$ cat src/wsg_pkg.sv
// Summary of operation
// 1-16 waits non-pipelined, 0-15 pipelined
// Waits for both CPU and DMA cycles
// As master, sample ready input for end
// As slave, track pipelining from ready/strobe
// Drive active-low ready output
// Own registers: 2-5 waits, 7 back-to-back
// Pipelined own-register cycle gets one wait minimum
// Interrupt acknowledge gets exactly five waits
// Refresh uses refresh count; select 11 disables
// Select 00/01/10 picks register 0/1/2
// Upper nibble memory, lower nibble I/O
// Select 11 disables ready for ordinary cycles
// Non-pipelined waits equal count plus one
// Host keeps select valid in first T2
// Hold ready high until count elapses
// Sample select after last strobe state
// Host presents select early when pipelined
// Pipelined cycles get one wait fewer
// Halt/shutdown use memory nibble
// Disabled: addressed target makes its ready
// Reset loads all ones into wait registers
// Separate 4-bit refresh count, auto-selected
// Nibble is unsigned count loaded at sample
package wsg_pkg;
	localparam int          ADDR_W      = 9;
	localparam int          CNT_W       = 5;
	// Register indices; byte address is four times index
	localparam logic [7:0]  IDX_WAIT0   = 8'h72;
	localparam logic [7:0]  IDX_WAIT1   = 8'h73;
	localparam logic [7:0]  IDX_WAIT2   = 8'h74;
	localparam logic [7:0]  IDX_REFRESH = 8'h75;
	localparam logic [7:0]  IDX_STATUS  = 8'h76;
	localparam logic [8:0]  ADDR_WAIT0  = {IDX_WAIT0[6:0], 2'b00};
	localparam logic [8:0]  ADDR_WAIT1  = {IDX_WAIT1[6:0], 2'b00};
	localparam logic [8:0]  ADDR_WAIT2  = {IDX_WAIT2[6:0], 2'b00};
	localparam logic [8:0]  ADDR_REFR   = {IDX_REFRESH[6:0], 2'b00};
	localparam logic [8:0]  ADDR_STATUS = {IDX_STATUS[6:0], 2'b00};
	localparam logic [7:0]  WAIT_RESET  = 8'hFF;
	localparam logic [3:0]  REFR_RESET  = 4'hF;
	localparam logic [1:0]  SEL_OFF     = 2'b11;
	localparam logic [4:0]  INTACK_WAIT = 5'h05;
	localparam logic [4:0]  B2B_WAIT    = 5'h07;
	localparam logic [4:0]  PIPE_MIN    = 5'h01;
	// Status register field positions
	localparam int          ST_BUSY     = 0;
	localparam int          ST_PIPE     = 1;
	localparam int          ST_CNT_LSB  = 2;
	typedef enum logic [2:0] {
		ST_IDLE = 3'b001,
		ST_WAIT = 3'b010,
		ST_DONE = 3'b100
	} bus_state_type;
endpackage

$ cat src/wait_cfg_if.sv
`timescale 1ns/100ps
interface wait_cfg_if;
	logic [7:0] wait0;
	logic [7:0] wait1;
	logic [7:0] wait2;
	logic [3:0] refr;
	logic [7:0] status;
	modport bank (output wait0, wait1, wait2, refr, input status);
	modport core (input wait0, wait1, wait2, refr, output status);
endinterface

$ cat src/wait_counter.sv
`timescale 1ns/100ps
module wait_counter (
	// Clock and reset
	input  wire logic                        clk,
	input  wire logic                        reset_n,
	// Load and expiry
	input  wire logic                        load,
	input  wire logic [wsg_pkg::CNT_W-1:0]   value,
	output logic                             expire,
	output logic      [wsg_pkg::CNT_W-1:0]   count
);
	logic [wsg_pkg::CNT_W-1:0] cnt_q;

	// Down-counter; expires on its last state
	always_ff @(posedge clk or negedge reset_n) begin
		if (!reset_n) begin
			cnt_q <= '0;
		end else if (load) begin
			cnt_q <= value;
		end else if (cnt_q != '0) begin
			cnt_q <= cnt_q - 5'h01;
		end
	end

	assign expire = (cnt_q == 5'h01) && !load;
	assign count  = cnt_q;
endmodule

$ cat src/wait_reg_bank.sv
`timescale 1ns/100ps
module wait_reg_bank (
	// Clock and reset
	input  wire logic                         clk,
	input  wire logic                         reset_n,
	// Avalon-MM slave
	input  wire logic [wsg_pkg::ADDR_W-1:0]   address,
	input  wire logic                         read,
	input  wire logic                         write,
	input  wire logic [31:0]                  writedata,
	output logic      [31:0]                  readdata,
	output logic                              waitrequest,
	// Settings to the core
	wait_cfg_if.bank                          cfg
);
	logic [7:0]  w0_q;
	logic [7:0]  w1_q;
	logic [7:0]  w2_q;
	logic [3:0]  rf_q;
	logic [31:0] rd_q;
	logic        wr_q;
	logic        acc;

	// Access completes at the edge with waitrequest low
	assign acc = (read || write) && !wr_q;

	// One wait cycle per access
	always_ff @(posedge clk or negedge reset_n) begin
		if (!reset_n) begin
			wr_q <= 1'b1;
		end else begin
			wr_q <= !((read || write) && wr_q);
		end
	end

	// Wait registers, all ones after reset
	always_ff @(posedge clk or negedge reset_n) begin
		if (!reset_n) begin
			w0_q <= wsg_pkg::WAIT_RESET;
			w1_q <= wsg_pkg::WAIT_RESET;
			w2_q <= wsg_pkg::WAIT_RESET;
			rf_q <= wsg_pkg::REFR_RESET;
		end else if (write && !wr_q) begin
			case (address)
				wsg_pkg::ADDR_WAIT0: w0_q <= writedata[7:0];
				wsg_pkg::ADDR_WAIT1: w1_q <= writedata[7:0];
				wsg_pkg::ADDR_WAIT2: w2_q <= writedata[7:0];
				wsg_pkg::ADDR_REFR:  rf_q <= writedata[3:0];
				default: ;
			endcase
		end
	end

	// Read data; unmapped addresses read zero
	always_ff @(posedge clk or negedge reset_n) begin
		if (!reset_n) begin
			rd_q <= '0;
		end else if ((read || write) && wr_q) begin
			case (address)
				wsg_pkg::ADDR_WAIT0:  rd_q <= {24'h000000, w0_q};
				wsg_pkg::ADDR_WAIT1:  rd_q <= {24'h000000, w1_q};
				wsg_pkg::ADDR_WAIT2:  rd_q <= {24'h000000, w2_q};
				wsg_pkg::ADDR_REFR:   rd_q <= {28'h0000000, rf_q};
				wsg_pkg::ADDR_STATUS: rd_q <= {24'h000000, cfg.status};
				default:              rd_q <= '0;
			endcase
		end
	end

	assign readdata    = rd_q;
	assign waitrequest = wr_q;
	assign cfg.wait0   = w0_q;
	assign cfg.wait1   = w1_q;
	assign cfg.wait2   = w2_q;
	assign cfg.refr    = rf_q;
endmodule

$ cat src/wait_state_generator.sv
// Added by the designer: the placing of the registers and the Avalon-MM slave port.
`timescale 1ns/100ps
module wait_state_generator (
	// Clock and reset
	input  wire logic                         clk,
	input  wire logic                         reset_n,
	// Avalon-MM register port
	input  wire logic [wsg_pkg::ADDR_W-1:0]   avs_address,
	input  wire logic                         avs_read,
	input  wire logic                         avs_write,
	input  wire logic [31:0]                  avs_writedata,
	output logic      [31:0]                  avs_readdata,
	output logic                              avs_waitrequest,
	// Host bus pins
	input  wire logic                         addr_strobe_n,
	input  wire logic                         ready_in_n,
	input  wire logic [1:0]                   wait_select,
	input  wire logic                         mem_io,
	output logic                              ready_out_n,
	// Cycle type from neighbouring logic
	input  wire logic                         dma_master,
	input  wire logic                         dma_strobe,
	input  wire logic                         own_reg_hit,
	input  wire logic [2:0]                   own_reg_wait,
	input  wire logic                         intc_back_to_back,
	input  wire logic                         int_ack_cycle,
	input  wire logic                         refresh_cycle,
	input  wire logic                         halt_cycle,
	// Master-mode cycle end
	output logic                              dma_cycle_end
);
	wait_cfg_if cfg ();

	logic [4:0]                 sync1_q;
	logic [4:0]                 sync2_q;
	logic                       ads_s;
	logic                       rdy_s;
	logic [1:0]                 sel_s;
	logic                       mio_s;
	logic                       strobe;
	logic                       strobe_seen_q;
	logic                       in_cycle_q;
	logic                       pipe_next_q;
	logic                       pipe_q;
	logic                       sample_ev;
	logic                       off;
	logic [3:0]                 nib;
	logic [4:0]                 base;
	logic [4:0]                 load_cnt;
	logic                       pend_q;
	logic [4:0]                 pend_cnt_q;
	logic                       pend_off_q;
	logic                       start;
	logic                       start_off;
	logic [4:0]                 start_cnt;
	logic                       cnt_load;
	logic                       cnt_exp;
	logic [4:0]                 cnt_val;
	logic                       ready_q;
	logic                       end_q;
	wsg_pkg::bus_state_type     state_q;
	wsg_pkg::bus_state_type     state_d;

	// Register bank on the Avalon port
	wait_reg_bank u_bank (
		.clk         (clk),
		.reset_n     (reset_n),
		.address     (avs_address),
		.read        (avs_read),
		.write       (avs_write),
		.writedata   (avs_writedata),
		.readdata    (avs_readdata),
		.waitrequest (avs_waitrequest),
		.cfg         (cfg)
	);

	// Wait counter
	wait_counter u_cnt (
		.clk     (clk),
		.reset_n (reset_n),
		.load    (cnt_load),
		.value   (start_cnt),
		.expire  (cnt_exp),
		.count   (cnt_val)
	);

	// Two-flop synchronisers for pin inputs
	always_ff @(posedge clk or negedge reset_n) begin
		if (!reset_n) begin
			sync1_q <= 5'h1F;
			sync2_q <= 5'h1F;
		end else begin
			sync1_q <= {addr_strobe_n, ready_in_n, wait_select, mem_io};
			sync2_q <= sync1_q;
		end
	end

	assign ads_s = !sync2_q[4];
	assign rdy_s = !sync2_q[3];
	assign sel_s = sync2_q[2:1];
	assign mio_s = sync2_q[0];

	// Strobe from the CPU or from our own DMA master
	assign strobe = dma_master ? dma_strobe : ads_s;

	// Select sampled the clock after the last strobe state
	always_ff @(posedge clk or negedge reset_n) begin
		if (!reset_n) begin
			strobe_seen_q <= 1'b0;
		end else begin
			strobe_seen_q <= strobe;
		end
	end

	assign sample_ev = strobe_seen_q && !strobe;

	// Cycle tracking: strobe before ready means pipelined
	always_ff @(posedge clk or negedge reset_n) begin
		if (!reset_n) begin
			in_cycle_q  <= 1'b0;
			pipe_next_q <= 1'b0;
		end else begin
			if (strobe) begin
				in_cycle_q  <= 1'b1;
				pipe_next_q <= in_cycle_q && !rdy_s;
			end else if (rdy_s) begin
				in_cycle_q <= 1'b0;
			end
		end
	end

	// Pipelined flag of the cycle being sampled
	always_ff @(posedge clk or negedge reset_n) begin
		if (!reset_n) begin
			pipe_q <= 1'b0;
		end else if (sample_ev) begin
			pipe_q <= pipe_next_q;
		end
	end

	// Nibble choice: memory upper, I/O lower
	always_comb begin
		logic [7:0] r;
		r = cfg.wait0;
		case (sel_s)
			2'b00:   r = cfg.wait0;
			2'b01:   r = cfg.wait1;
			2'b10:   r = cfg.wait2;
			default: r = cfg.wait0;
		endcase
		if (refresh_cycle) begin
			nib = cfg.refr;
		end else if (mio_s || halt_cycle) begin
			nib = r[7:4];
		end else begin
			nib = r[3:0];
		end
	end

	// Generator disabled by select 11
	assign off = (sel_s == wsg_pkg::SEL_OFF)
		&& !own_reg_hit && !int_ack_cycle;

	// Wait count for the sampled cycle
	always_comb begin
		if (own_reg_hit) begin
			base = intc_back_to_back ? wsg_pkg::B2B_WAIT
				: {2'b00, own_reg_wait};
		end else if (int_ack_cycle) begin
			base = wsg_pkg::INTACK_WAIT;
		end else begin
			base = {1'b0, nib} + 5'h01;
		end
		if (!pipe_next_q || int_ack_cycle) begin
			load_cnt = base;
		end else if (own_reg_hit && base <= wsg_pkg::PIPE_MIN) begin
			load_cnt = wsg_pkg::PIPE_MIN;
		end else begin
			load_cnt = base - 5'h01;
		end
	end

	// Sample that arrives while a count runs waits here;
	// a new sample wins over the clear of the one taken now
	always_ff @(posedge clk or negedge reset_n) begin
		if (!reset_n) begin
			pend_q     <= 1'b0;
			pend_cnt_q <= '0;
			pend_off_q <= 1'b0;
		end else if (sample_ev
			&& (state_q == wsg_pkg::ST_WAIT || pend_q)) begin
			pend_q     <= 1'b1;
			pend_cnt_q <= load_cnt;
			pend_off_q <= off;
		end else if (state_q != wsg_pkg::ST_WAIT) begin
			pend_q <= 1'b0;
		end
	end

	// Start source: pending sample first, else a new one
	always_comb begin
		start     = 1'b0;
		start_off = 1'b0;
		start_cnt = load_cnt;
		if (state_q != wsg_pkg::ST_WAIT && pend_q) begin
			start     = 1'b1;
			start_off = pend_off_q;
			start_cnt = pend_cnt_q;
		end else if (state_q != wsg_pkg::ST_WAIT && sample_ev) begin
			start     = 1'b1;
			start_off = off;
			start_cnt = load_cnt;
		end
	end

	assign cnt_load = start && !start_off && start_cnt != '0;

	// Ready sequencing
	always_comb begin
		state_d = state_q;
		case (state_q)
			wsg_pkg::ST_IDLE: begin
				if (start && !start_off) begin
					state_d = (start_cnt == '0) ? wsg_pkg::ST_DONE
						: wsg_pkg::ST_WAIT;
				end
			end
			wsg_pkg::ST_WAIT: begin
				if (cnt_exp) begin
					state_d = wsg_pkg::ST_DONE;
				end
			end
			wsg_pkg::ST_DONE: begin
				if (start && !start_off) begin
					state_d = (start_cnt == '0) ? wsg_pkg::ST_DONE
						: wsg_pkg::ST_WAIT;
				end else begin
					state_d = wsg_pkg::ST_IDLE;
				end
			end
			default: state_d = wsg_pkg::ST_IDLE;
		endcase
	end

	// State register
	always_ff @(posedge clk or negedge reset_n) begin
		if (!reset_n) begin
			state_q <= wsg_pkg::ST_IDLE;
		end else begin
			state_q <= state_d;
		end
	end

	// Active-low ready out, low for one state at the end
	always_ff @(posedge clk or negedge reset_n) begin
		if (!reset_n) begin
			ready_q <= 1'b1;
		end else begin
			ready_q <= (state_d != wsg_pkg::ST_DONE);
		end
	end

	// Master mode: target ready ends our DMA cycle
	always_ff @(posedge clk or negedge reset_n) begin
		if (!reset_n) begin
			end_q <= 1'b0;
		end else begin
			end_q <= dma_master && in_cycle_q && rdy_s;
		end
	end

	assign ready_out_n   = ready_q;
	assign dma_cycle_end = end_q;
	assign cfg.status    = {1'b0, cnt_val, pipe_q,
		state_q != wsg_pkg::ST_IDLE};
endmodule

$ cat config.mk
export PLATFORM = sky130hd
export DESIGN_NAME = wait_state_generator
export DESIGN_NICKNAME = d
export VERILOG_FILES = /design/src/wsg_pkg.sv /design/src/wait_cfg_if.sv /design/src/wait_counter.sv /design/src/wait_reg_bank.sv /design/src/wait_state_generator.sv
export SDC_FILE = /design/constraint.sdc
export NUM_CORES = 1
export LEC_CHECK = 0
export BUFFER_PORTS_ARGS = -buffer_cell sky130_fd_sc_hd__clkbuf_2
export CORE_AREA = 4 4 112 114
export DETAILED_ROUTE_END_ITERATION = 6
export DIE_AREA = 0 0 116 118
export HOLD_SLACK_MARGIN = 0.08
export SYNTH_ARGS = -nofsm -noshare
export SYNTH_HDL_FRONTEND = slang
export SYNTH_SLANG_ARGS = --single-unit
$ cat constraint.sdc
create_clock -name clk -period 6.15 [get_ports clk]
set_input_delay 1.23 -clock clk [delete_from_list [all_inputs] [get_ports clk]]
set_output_delay 1.23 -clock clk [all_outputs]
set_load 0.005 [all_outputs]
==> results of run 1 <==
## cell usage after synthesis (2+ instances only)
master                     number  area, sq um
sky130_fd_sc_hd__nor2b_1        5         31.3
sky130_fd_sc_hd__nor2_1        29          109
sky130_fd_sc_hd__nand2b_1       5         31.3
sky130_fd_sc_hd__nor3_1         9         45.0
sky130_fd_sc_hd__nand2_1       35          131
sky130_fd_sc_hd__mux2i_1       13          130
sky130_fd_sc_hd__nand3b_1       2         15.0
sky130_fd_sc_hd__or2_1          2         12.5
sky130_fd_sc_hd__buf_2          3         15.0
sky130_fd_sc_hd__a32oi_1        3         26.3
sky130_fd_sc_hd__mux2_2        37          417
sky130_fd_sc_hd__nand3_1        5         25.0
sky130_fd_sc_hd__a211oi_1       2         15.0
sky130_fd_sc_hd__o211ai_1       2         15.0
sky130_fd_sc_hd__a21o_1         4         30.0
sky130_fd_sc_hd__xor2_1         2         17.5
sky130_fd_sc_hd__or2_2          2         12.5
sky130_fd_sc_hd__nor4_1         2         12.5
sky130_fd_sc_hd__a22o_1         4         35.0
sky130_fd_sc_hd__inv_1         11         41.3
sky130_fd_sc_hd__a31oi_1        2         12.5
sky130_fd_sc_hd__dfrtp_1       27          676
sky130_fd_sc_hd__a22oi_1       10         75.1
sky130_fd_sc_hd__clkbuf_1      10         37.5
sky130_fd_sc_hd__o21ai_0       22          110
sky130_fd_sc_hd__mux2_4         2         30.0
sky130_fd_sc_hd__and2_1         2         12.5
sky130_fd_sc_hd__and3b_1        3         26.3
sky130_fd_sc_hd__dfstp_2       41         1080
sky130_fd_sc_hd__a21oi_1       14         70.1
sky130_fd_sc_hd__ha_1           9          113
sky130_fd_sc_hd__buf_4         24          180
sky130_fd_sc_hd__a221oi_1       6         52.6
sky130_fd_sc_hd__or3b_2         2         17.5
sky130_fd_sc_hd__nor3b_1        3         22.5
## area by class of cell
type	instances	area, sq um	share of cell area
repair buffers	49	253	0.0553
clock buffers	9	225	0.0493
clock inverters	7	124	0.0271
inverters	11	41.3	0.00903
multi-input cells	286	2000	0.437
well taps	143	179	0.0391
flip-flops and latches	68	1750	0.384
## sequential cells by signal, indices dropped and copies added (netlist names), 3 cells and up
name / flops
u_bank.cfg.wait0: 8
u_bank.cfg.wait1: 8
u_bank.cfg.wait2: 8
u_bank.readdata: 8
pend_cnt_q: 5
sync1_q: 5
sync2_q: 5
u_cnt.count: 5
u_bank.cfg.refr: 4
state_q: 3
## worst reg2reg max path, stage by stage (launching register included)
cell and delay (ns):
sky130_fd_sc_hd__dfstp_2 0.54, sky130_fd_sc_hd__inv_1 0.04, sky130_fd_sc_hd__ha_1 0.46, sky130_fd_sc_hd__a221oi_1 0.09
sky130_fd_sc_hd__a2111oi_0 0.57, sky130_fd_sc_hd__a211oi_1 0.11, sky130_fd_sc_hd__buf_4 0.19, sky130_fd_sc_hd__inv_1 0.09
sky130_fd_sc_hd__ha_1 0.25, sky130_fd_sc_hd__nor2b_1 0.14, sky130_fd_sc_hd__o22ai_1 0.28, sky130_fd_sc_hd__ha_1 0.23
sky130_fd_sc_hd__inv_1 0.04, sky130_fd_sc_hd__nor2_1 0.23, sky130_fd_sc_hd__o21ai_0 0.14, sky130_fd_sc_hd__mux2i_1 0.16
sky130_fd_sc_hd__o211a_1 0.22, sky130_fd_sc_hd__or3b_1 0.36, sky130_fd_sc_hd__a21o_1 0.22, sky130_fd_sc_hd__o21bai_4 0.24
sky130_fd_sc_hd__mux2_4 0.32
## worst min-delay path by stage
stage	cells past startpoint	slack (ns)	startpoint	to
CTS	0	0.35	sync1_q[1]	sync2_q[1]
finish	0	0.35	sync1_q[1]	sync2_q[1]
global route	0	0.35	sync1_q[1]	sync2_q[1]
floorplan	0	0.35	sync1_q[0]	sync2_q[0]
global placement	0	0.35	sync1_q[3]	sync2_q[3]
detailed placement	0	0.35	sync1_q[3]	sync2_q[3]
## report_power, final
part | switching, uW | leakage [uW] | internal (uW) | total [uW]
clock network | 197 | 0.000166 | 398 | 595
logic | 112 | 0.00106 | 92.1 | 204
registers | 45.6 | 0.000777 | 499 | 544
## per-layer routing
metal,wire length (microns),vias to the layer above
li1,-,1419
met1,4110,1396
met2,3930,82
met3,584,10
met4,94,0
met5,0,-
## stage by stage
| stage | cells | power [uW] | setup WS [ns] | instance area [sq um] |
|---|---|---|---|---|
| after CTS | 573 | 1360 | 1.11 | 4570 |
| after global placement | 557 | 748 | 0.896 | 4220 |
| after global routing | 573 | 1400 | 0.779 | 4570 |
| after detailed placement | 557 | 756 | 0.843 | 4220 |
| final | 573 | 1340 | 1.13 | 4570 |
| after floorplan | 403 | 694 | 1.38 | 4030 |
## logic make-up after synthesis
family | share of synthesized area
xor+xnor | 0.00666
flops | 0.444
compound gates | 0.162
mux | 0.146
buf+inv | 0.0723
simple gates | 0.140
fa+ha+maj | 0.0285
other cells | 0.000950
==> flow_summary.rst, run 1 <==
.. list-table::
   :header-rows: 1

   * - Metric
     - Value
   * - CP Depth
     - 20
   * - Detailed router's first-iteration violation count
     - ~190
   * - Mean number of vias per cell
     - 5.07
   * - Minimum setup slack among reg-to-reg paths
     - roughly 1.1 ns
   * - Syn-to-layout area delta
     - 15.8%
   * - Die boundary height
     - between 100 and 150 microns
   * - Global routing met2 resource utilization
     - 0.200
   * - Final worst clock skew
     - 0.00721 ns
   * - Sort of element at the start of the critical path
     - register
   * - Global-route wire length before repair
     - 14,400 microns
   * - Fraction of registers with async set/reset
     - 1.00
   * - CORE AREA
     - 0.0114 sq mm
   * - Tot GR Track Use
     - 0.132
   * - X dimension of the die
     - 116 microns
   * - Met3 demand-to-capacity share in global routing
     - 0.0339
   * - Depth of the CTS H-tree
     - 3
   * - CTS tree
     - done
   * - Clock tree buffer depth
     - 2
   * - Worst hold-check slack
     - 0.352 ns
   * - Most common cell after layout, fill and taps aside
     - sky130_fd_sc_hd__clkbuf_2
   * - Time the worst path needs with I/O delays and setup
     - 5.02 ns
   * - Slowest cell delay on critical path
     - 0.57 ns
   * - Largest voltage drop on the vdd net
     - 0.000143 V
   * - Required @ worst endpoint
     - 6.36 ns
   * - Remaining antenna violation count
     - 0
   * - Number of sinks driven by the clock tree
     - 68
   * - Primary FF master, synth
     - sky130_fd_sc_hd__dfstp_2
   * - CTS Buf Count
     - 9
   * - Post-Route Utilization
     - 0.400
   * - Die Area
     - 0.0137 sq mm
   * - Setup repair bufs after CTS
     - 0
   * - Headroom to the max-slew limit
     - 0.311
   * - Wire length after detailed routing
     - 8720 microns
   * - Overall via count from detail_route
     - 2,907
   * - Standby leakage power
     - 0.00200 uW
   * - Reg clk slew, reported paths
     - 0.06 ns
   * - Slowest library cell on the worst path
     - sky130_fd_sc_hd__a2111oi_0
   * - Hold buffers post-CTS
     - 0
   * - Count of filler cells inserted in the layout
     - 1,110
   * - # rows
     - 39
   * - Number of buffer and inverter instances along the worst setup path
     - 4
   * - Post-synth EDFFs
     - 0
   * - Max Clock Freq
     - 0.199 GHz
   * - Number of port buffers
     - 46
   * - Final weighted congestion in routability-driven placement
     - 0.836
   * - Crit path capture type
     - register
   * - Most frequent cells in the layout
     - 45 x sky130_fd_sc_hd__clkbuf_2, 41 x sky130_fd_sc_hd__dfstp_2, 37 x sky130_fd_sc_hd__mux2_2
   * - ANT cells
     - 0
   * - Starting density of the core
     - 0.346
   * - Last element of the critical path
     - u_cnt.count[1]
   * - Pins over their slew limit
     - 0
   * - Critical path class
     - reg -> reg
   * - Post-detailed-placement half-perimeter wirelength
     - around 6600 microns
   * - Vias in the first global route
     - 2,878
   * - Number of synthesis warnings
     - 0
   * - Run status
     - finished clean
   * - End of the worst register-to-register path
     - u_cnt.count[1]
   * - Top-level I/O count
     - 95
   * - Residual DRC count
     - 0
   * - Library cell used as clock root buffer
     - sky130_fd_sc_hd__clkbuf_16
   * - Portion of the post-synthesis area used by sequential elements
     - 0.444
   * - Beginning of the worst register-to-register path
     - sync2_q[1]
   * - Netlist area before placement
     - a little under 0.004 sq mm
   * - List of cells traversed by the critical path
     - inv_1 -> ha_1 -> a221oi_1 -> a2111oi_0 -> a211oi_1 -> buf_4 -> inv_1 -> ha_1 -> nor2b_1 -> o22ai_1 -> ha_1 -> inv_1 -> nor2_1 -> o21ai_0 -> mux2i_1 -> o211a_1 -> or3b_1 -> a21o_1 -> o21bai_4 -> mux2_4
   * - Type of the tightest min-delay check
     - reg -> reg
   * - Unrepaired setup endpoints after global routing
     - false
   * - Average wire per cell in the routed design
     - 15.2 microns
   * - Post-route clock period utilization
     - 0.817
   * - Layout Nets
     - 494
   * - Arrival time of the worst setup path
     - around 5.2 ns
   * - Number of gates given a new drive strength after cts
     - 0
   * - GR met1 Demand/Resource
     - 0.185
   * - Crit-path leading delay family
     - compound AO/OA/AOI/OAI gates
   * - Cell variety after synth
     - 61
   * - Skew-Pair Late Insertion Delay
     - 0.33 ns
   * - Maximum number of pins on one net before global-route repair
     - 69
   * - Peak fanout along the critical path
     - 10
   * - Transition at the pin with the smallest max-transition slack
     - 1.03 ns
   * - Startpoint of the worst setup timing path
     - sync2_q[1]
   * - Detailed Routing Iterations Pass 1
     - 4
   * - Remaining Overflow, GRT
     - 0
   * - Power density over the cells
     - between 200 and 300 mW/mm^2
   * - Final total negative setup slack
     - 0 ns
   * - Number of antenna violations at the first check in global routing
     - 0
   * - Share of cells above drive strength 1
     - 0.363
   * - Final setup vio count
     - 0
   * - GRT Max-Usage Layer
     - met2
   * - R2R depth
     - 20
   * - Number of storage elements in the synthesis netlist
     - 68
   * - Final hold violation count
     - 0
   * - Cells after Synth
     - between 300 and 400
   * - Max-Cap Viols
     - 0
   * - Post-synthesis area per instance
     - 10.4 sq um
(Power assumes the default switching activity.)
==> run 2, diff against run 1 <==
==> constraint.sdc (replaced) <==
create_clock -name clk -period 5.1 [get_ports clk]
set_input_delay 1.02 -clock clk [delete_from_list [all_inputs] [get_ports clk]]
set_output_delay 1.02 -clock clk [all_outputs]
set_load 0.005 [all_outputs]
==> run 2 against run 1 <==
Compared with the run above:
- register-to-register slack got worse by 0.75 ns
- via count grew 1.1%
- non-clock buffer count up 4
- die area did not move
- sequential share of layout area rose by 0.37 points
- core utilization fell by 0.38 points
- critical path type unchanged
- largest power group is now sequential cells
==> flow_summary.rst, run 2 (synthesized netlist as in run 1, its figures left out) <==
.. list-table::
   :header-rows: 1

   * - Metric
     - Value
   * - Power density over the cells
     - 324 mW/mm^2 (+10%)
   * - Crit-path leading delay family
     - compound AO/OA/AOI/OAI gates
   * - Skew-Pair Late Insertion Delay
     - 0.33 ns (about the same)
   * - CORE AREA
     - 0.0114 sq mm (unchanged)
   * - Pins over their slew limit
     - 0 (unchanged)
   * - X dimension of the die
     - 116 microns (unchanged)
   * - Top-level I/O count
     - 95 (unchanged)
   * - Slowest library cell on the worst path
     - sky130_fd_sc_hd__dfstp_2
   * - Run status
     - finished clean
   * - Time the worst path needs with I/O delays and setup
     - 4.72 ns (-0.304 ns)
   * - Remaining antenna violation count
     - 0 (unchanged)
   * - Clock tree buffer depth
     - 2 (unchanged)
   * - Overall via count from detail_route
     - 2,939 (+1.1%)
   * - Detailed router's first-iteration violation count
     - 201 (+4.7%)
   * - Worst hold-check slack
     - 0.354 ns (+0.00209 ns)
   * - Residual DRC count
     - 0 (unchanged)
   * - ANT cells
     - 0 (unchanged)
   * - Final setup vio count
     - 0 (unchanged)
   * - Post-layout worst setup margin
     - 0.382 ns (-0.746 ns)
   * - Post-route clock period utilization
     - 0.925 (+0.109)
   * - Place WS
     - 0.168 ns (-0.675 ns)
   * - Max Clock Freq
     - 0.212 GHz (+6.4%)
   * - CTS tree
     - done
   * - Type of the tightest min-delay check
     - reg -> reg
   * - Required @ worst endpoint
     - 5.32 ns (-1.04 ns)
   * - Number of antenna violations at the first check in global routing
     - 0 (unchanged)
   * - Wire length after detailed routing
     - 9060 microns (+3.9%)
   * - Largest voltage drop on the vdd net
     - 0.000169 V (+19%)
   * - Total power after layout
     - 1460 uW (+9.1%)
   * - Number of buffer and inverter instances along the worst setup path
     - 4 (unchanged)
   * - Number of sinks driven by the clock tree
     - 68 (unchanged)
   * - Tot GR Track Use
     - 0.139 (+0.00764)
   * - Die Area
     - 0.0137 sq mm (unchanged)
   * - Depth of the CTS H-tree
     - 3 (unchanged)
   * - Standby leakage power
     - 0.00200 uW (-0.46%)
   * - Global-route wire length before repair
     - 15,200 microns (+5.4%)
   * - Sort of element at the start of the critical path
     - register
   * - Maximum number of pins on one net before global-route repair
     - 69 (unchanged)
   * - Most frequent cells in the layout
     - 45 x sky130_fd_sc_hd__clkbuf_2, 41 x sky130_fd_sc_hd__dfstp_2, 37 x sky130_fd_sc_hd__mux2_2
   * - Die boundary height
     - 118 microns (unchanged)
   * - Remaining Overflow, GRT
     - 0 (unchanged)
   * - Crit path capture type
     - register
   * - Reg clk slew, reported paths
     - 0.06 ns (about the same)
   * - Share of cells above drive strength 1
     - 0.369 (+0.00587)
   * - Final weighted congestion in routability-driven placement
     - 0.871 (+4.3%)
   * - Final worst clock skew
     - 0.00692 ns (-0.000299 ns)
   * - CTS Buf Count
     - 9 (unchanged)
   * - Headroom to the max-slew limit
     - 0.262 (-0.0485)
   * - Critical path class
     - reg -> reg
   * - Detailed Routing Iterations Pass 1
     - 4 (unchanged)
   * - Library cell used as clock root buffer
     - sky130_fd_sc_hd__clkbuf_16
   * - Transition at the pin with the smallest max-transition slack
     - 1.10 ns (+0.0726 ns)
   * - # rows
     - 39 (unchanged)
   * - Peak fanout along the critical path
     - 8 (-2)
   * - Vias in the first global route
     - 2,975 (+3.4%)
   * - Slowest cell delay on critical path
     - 0.54 ns (-0.03 ns)
   * - List of cells traversed by the critical path
     - inv_1 -> ha_1 -> buf_4 -> a2111oi_0 -> a211oi_2 -> inv_1 -> ha_1 -> nor2b_1 -> o22ai_1 -> ha_1 -> inv_1 -> nor2_1 -> o21ai_0 -> mux2i_1 -> o211a_1 -> or3b_1 -> a21o_1 -> o21bai_4 -> mux2_4
   * - Syn-to-layout area delta
     - 14.7%
   * - Most common cell after layout, fill and taps aside
     - sky130_fd_sc_hd__clkbuf_2
   * - Mean number of vias per cell
     - 5.09 (+0.40%)
   * - Layout Nets
     - 498 (+0.81%)
   * - Max-Cap Viols
     - 0 (unchanged)
   * - Post-detailed-placement half-perimeter wirelength
     - 6840 microns (+3.2%)
   * - Final total negative setup slack
     - 0 ns (unchanged)
   * - Average wire per cell in the routed design
     - 15.7 microns (+3.2%)
   * - Starting density of the core
     - 0.346 (unchanged)
   * - Number of port buffers
     - 46 (unchanged)
   * - Final hold violation count
     - 0 (unchanged)
   * - Arrival time of the worst setup path
     - 4.93 ns (-0.30 ns)
   * - Unrepaired setup endpoints after global routing
     - false
run 2: cell count changes in the layout (fill, tap and decap cells not counted):
cell,change
sky130_fd_sc_hd__buf_4,+4
sky130_fd_sc_hd__bufinv_16,-3
sky130_fd_sc_hd__clkinv_2,+3
sky130_fd_sc_hd__a211oi_1,-1
sky130_fd_sc_hd__a211oi_2,+1
sky130_fd_sc_hd__clkbuf_1,+1
sky130_fd_sc_hd__clkinv_4,+1
sky130_fd_sc_hd__clkinvlp_4,-1
sky130_fd_sc_hd__inv_6,-1
run 2: stage by stage:
| step | instances | area [sq um] | utilization |
|---|---|---|---|
| finish | 577 | 4530 | 0.396 |
| global route | 577 | 4530 | 0.396 |
| CTS | 577 | 4520 | 0.396 |
| detailed placement | 561 | 4250 | 0.372 |
| global placement | 561 | 4250 | 0.372 |
| floorplan | 403 | 4030 | - |
run 2: timing repair:
action	CTS	global route
setup buffers	0	0
hold buffers	0	0
gates resized for setup	0	1
endpoints found under the setup margin	0	1
run 2: final cells by class:
| class | count | area [sq um] |
|---|---|---|
| Fill cell | 1128 | 6890 |
| Multi-Input combinational cell | 286 | 2000 |
| Tap cell | 143 | 179 |
| Inverter | 11 | 41.3 |
| Clock buffer | 10 | 229 |
| Sequential cell | 68 | 1750 |
| Clock inverter | 6 | 41.3 |
| Timing Repair Buffer | 53 | 283 |
run 2: report_power, final:
part	leakage (uW)	internal (uW)	switching, uW	total, uW
sequential	0.000777	601	54.8	656
combinational	0.00108	113	136	248
clock	0.000136	328	232	560
run 2: path summary, 6_finish.rpt:
check	start	to	slack, ns	cells after the start
setup reg to reg	sync2_q[1]	u_cnt.count[1]	0.38	19
hold reg to reg	sync1_q[3]	sync2_q[3]	0.35	0
hold / removal	sync1_q[3]	sync2_q[3]	0.35	0
min in group asynchronous	reset_n	u_bank.readdata[4]	0.90	2
max in group asynchronous	reset_n	u_cnt.count[0]	3.67	2
setup / recovery	sync2_q[1]	u_cnt.count[1]	0.38	19
run 2: routing by layer:
layer | global-route usage | vias up | part of all wire
li1 | - | 1430 | -
met1 | 0.192 | 1410 | 0.47
met2 | 0.211 | 84 | 0.45
met3 | 0.0344 | 15 | 0.059
met4 | 0.0508 | 0 | 0.022
met5 | 0 | - | 0
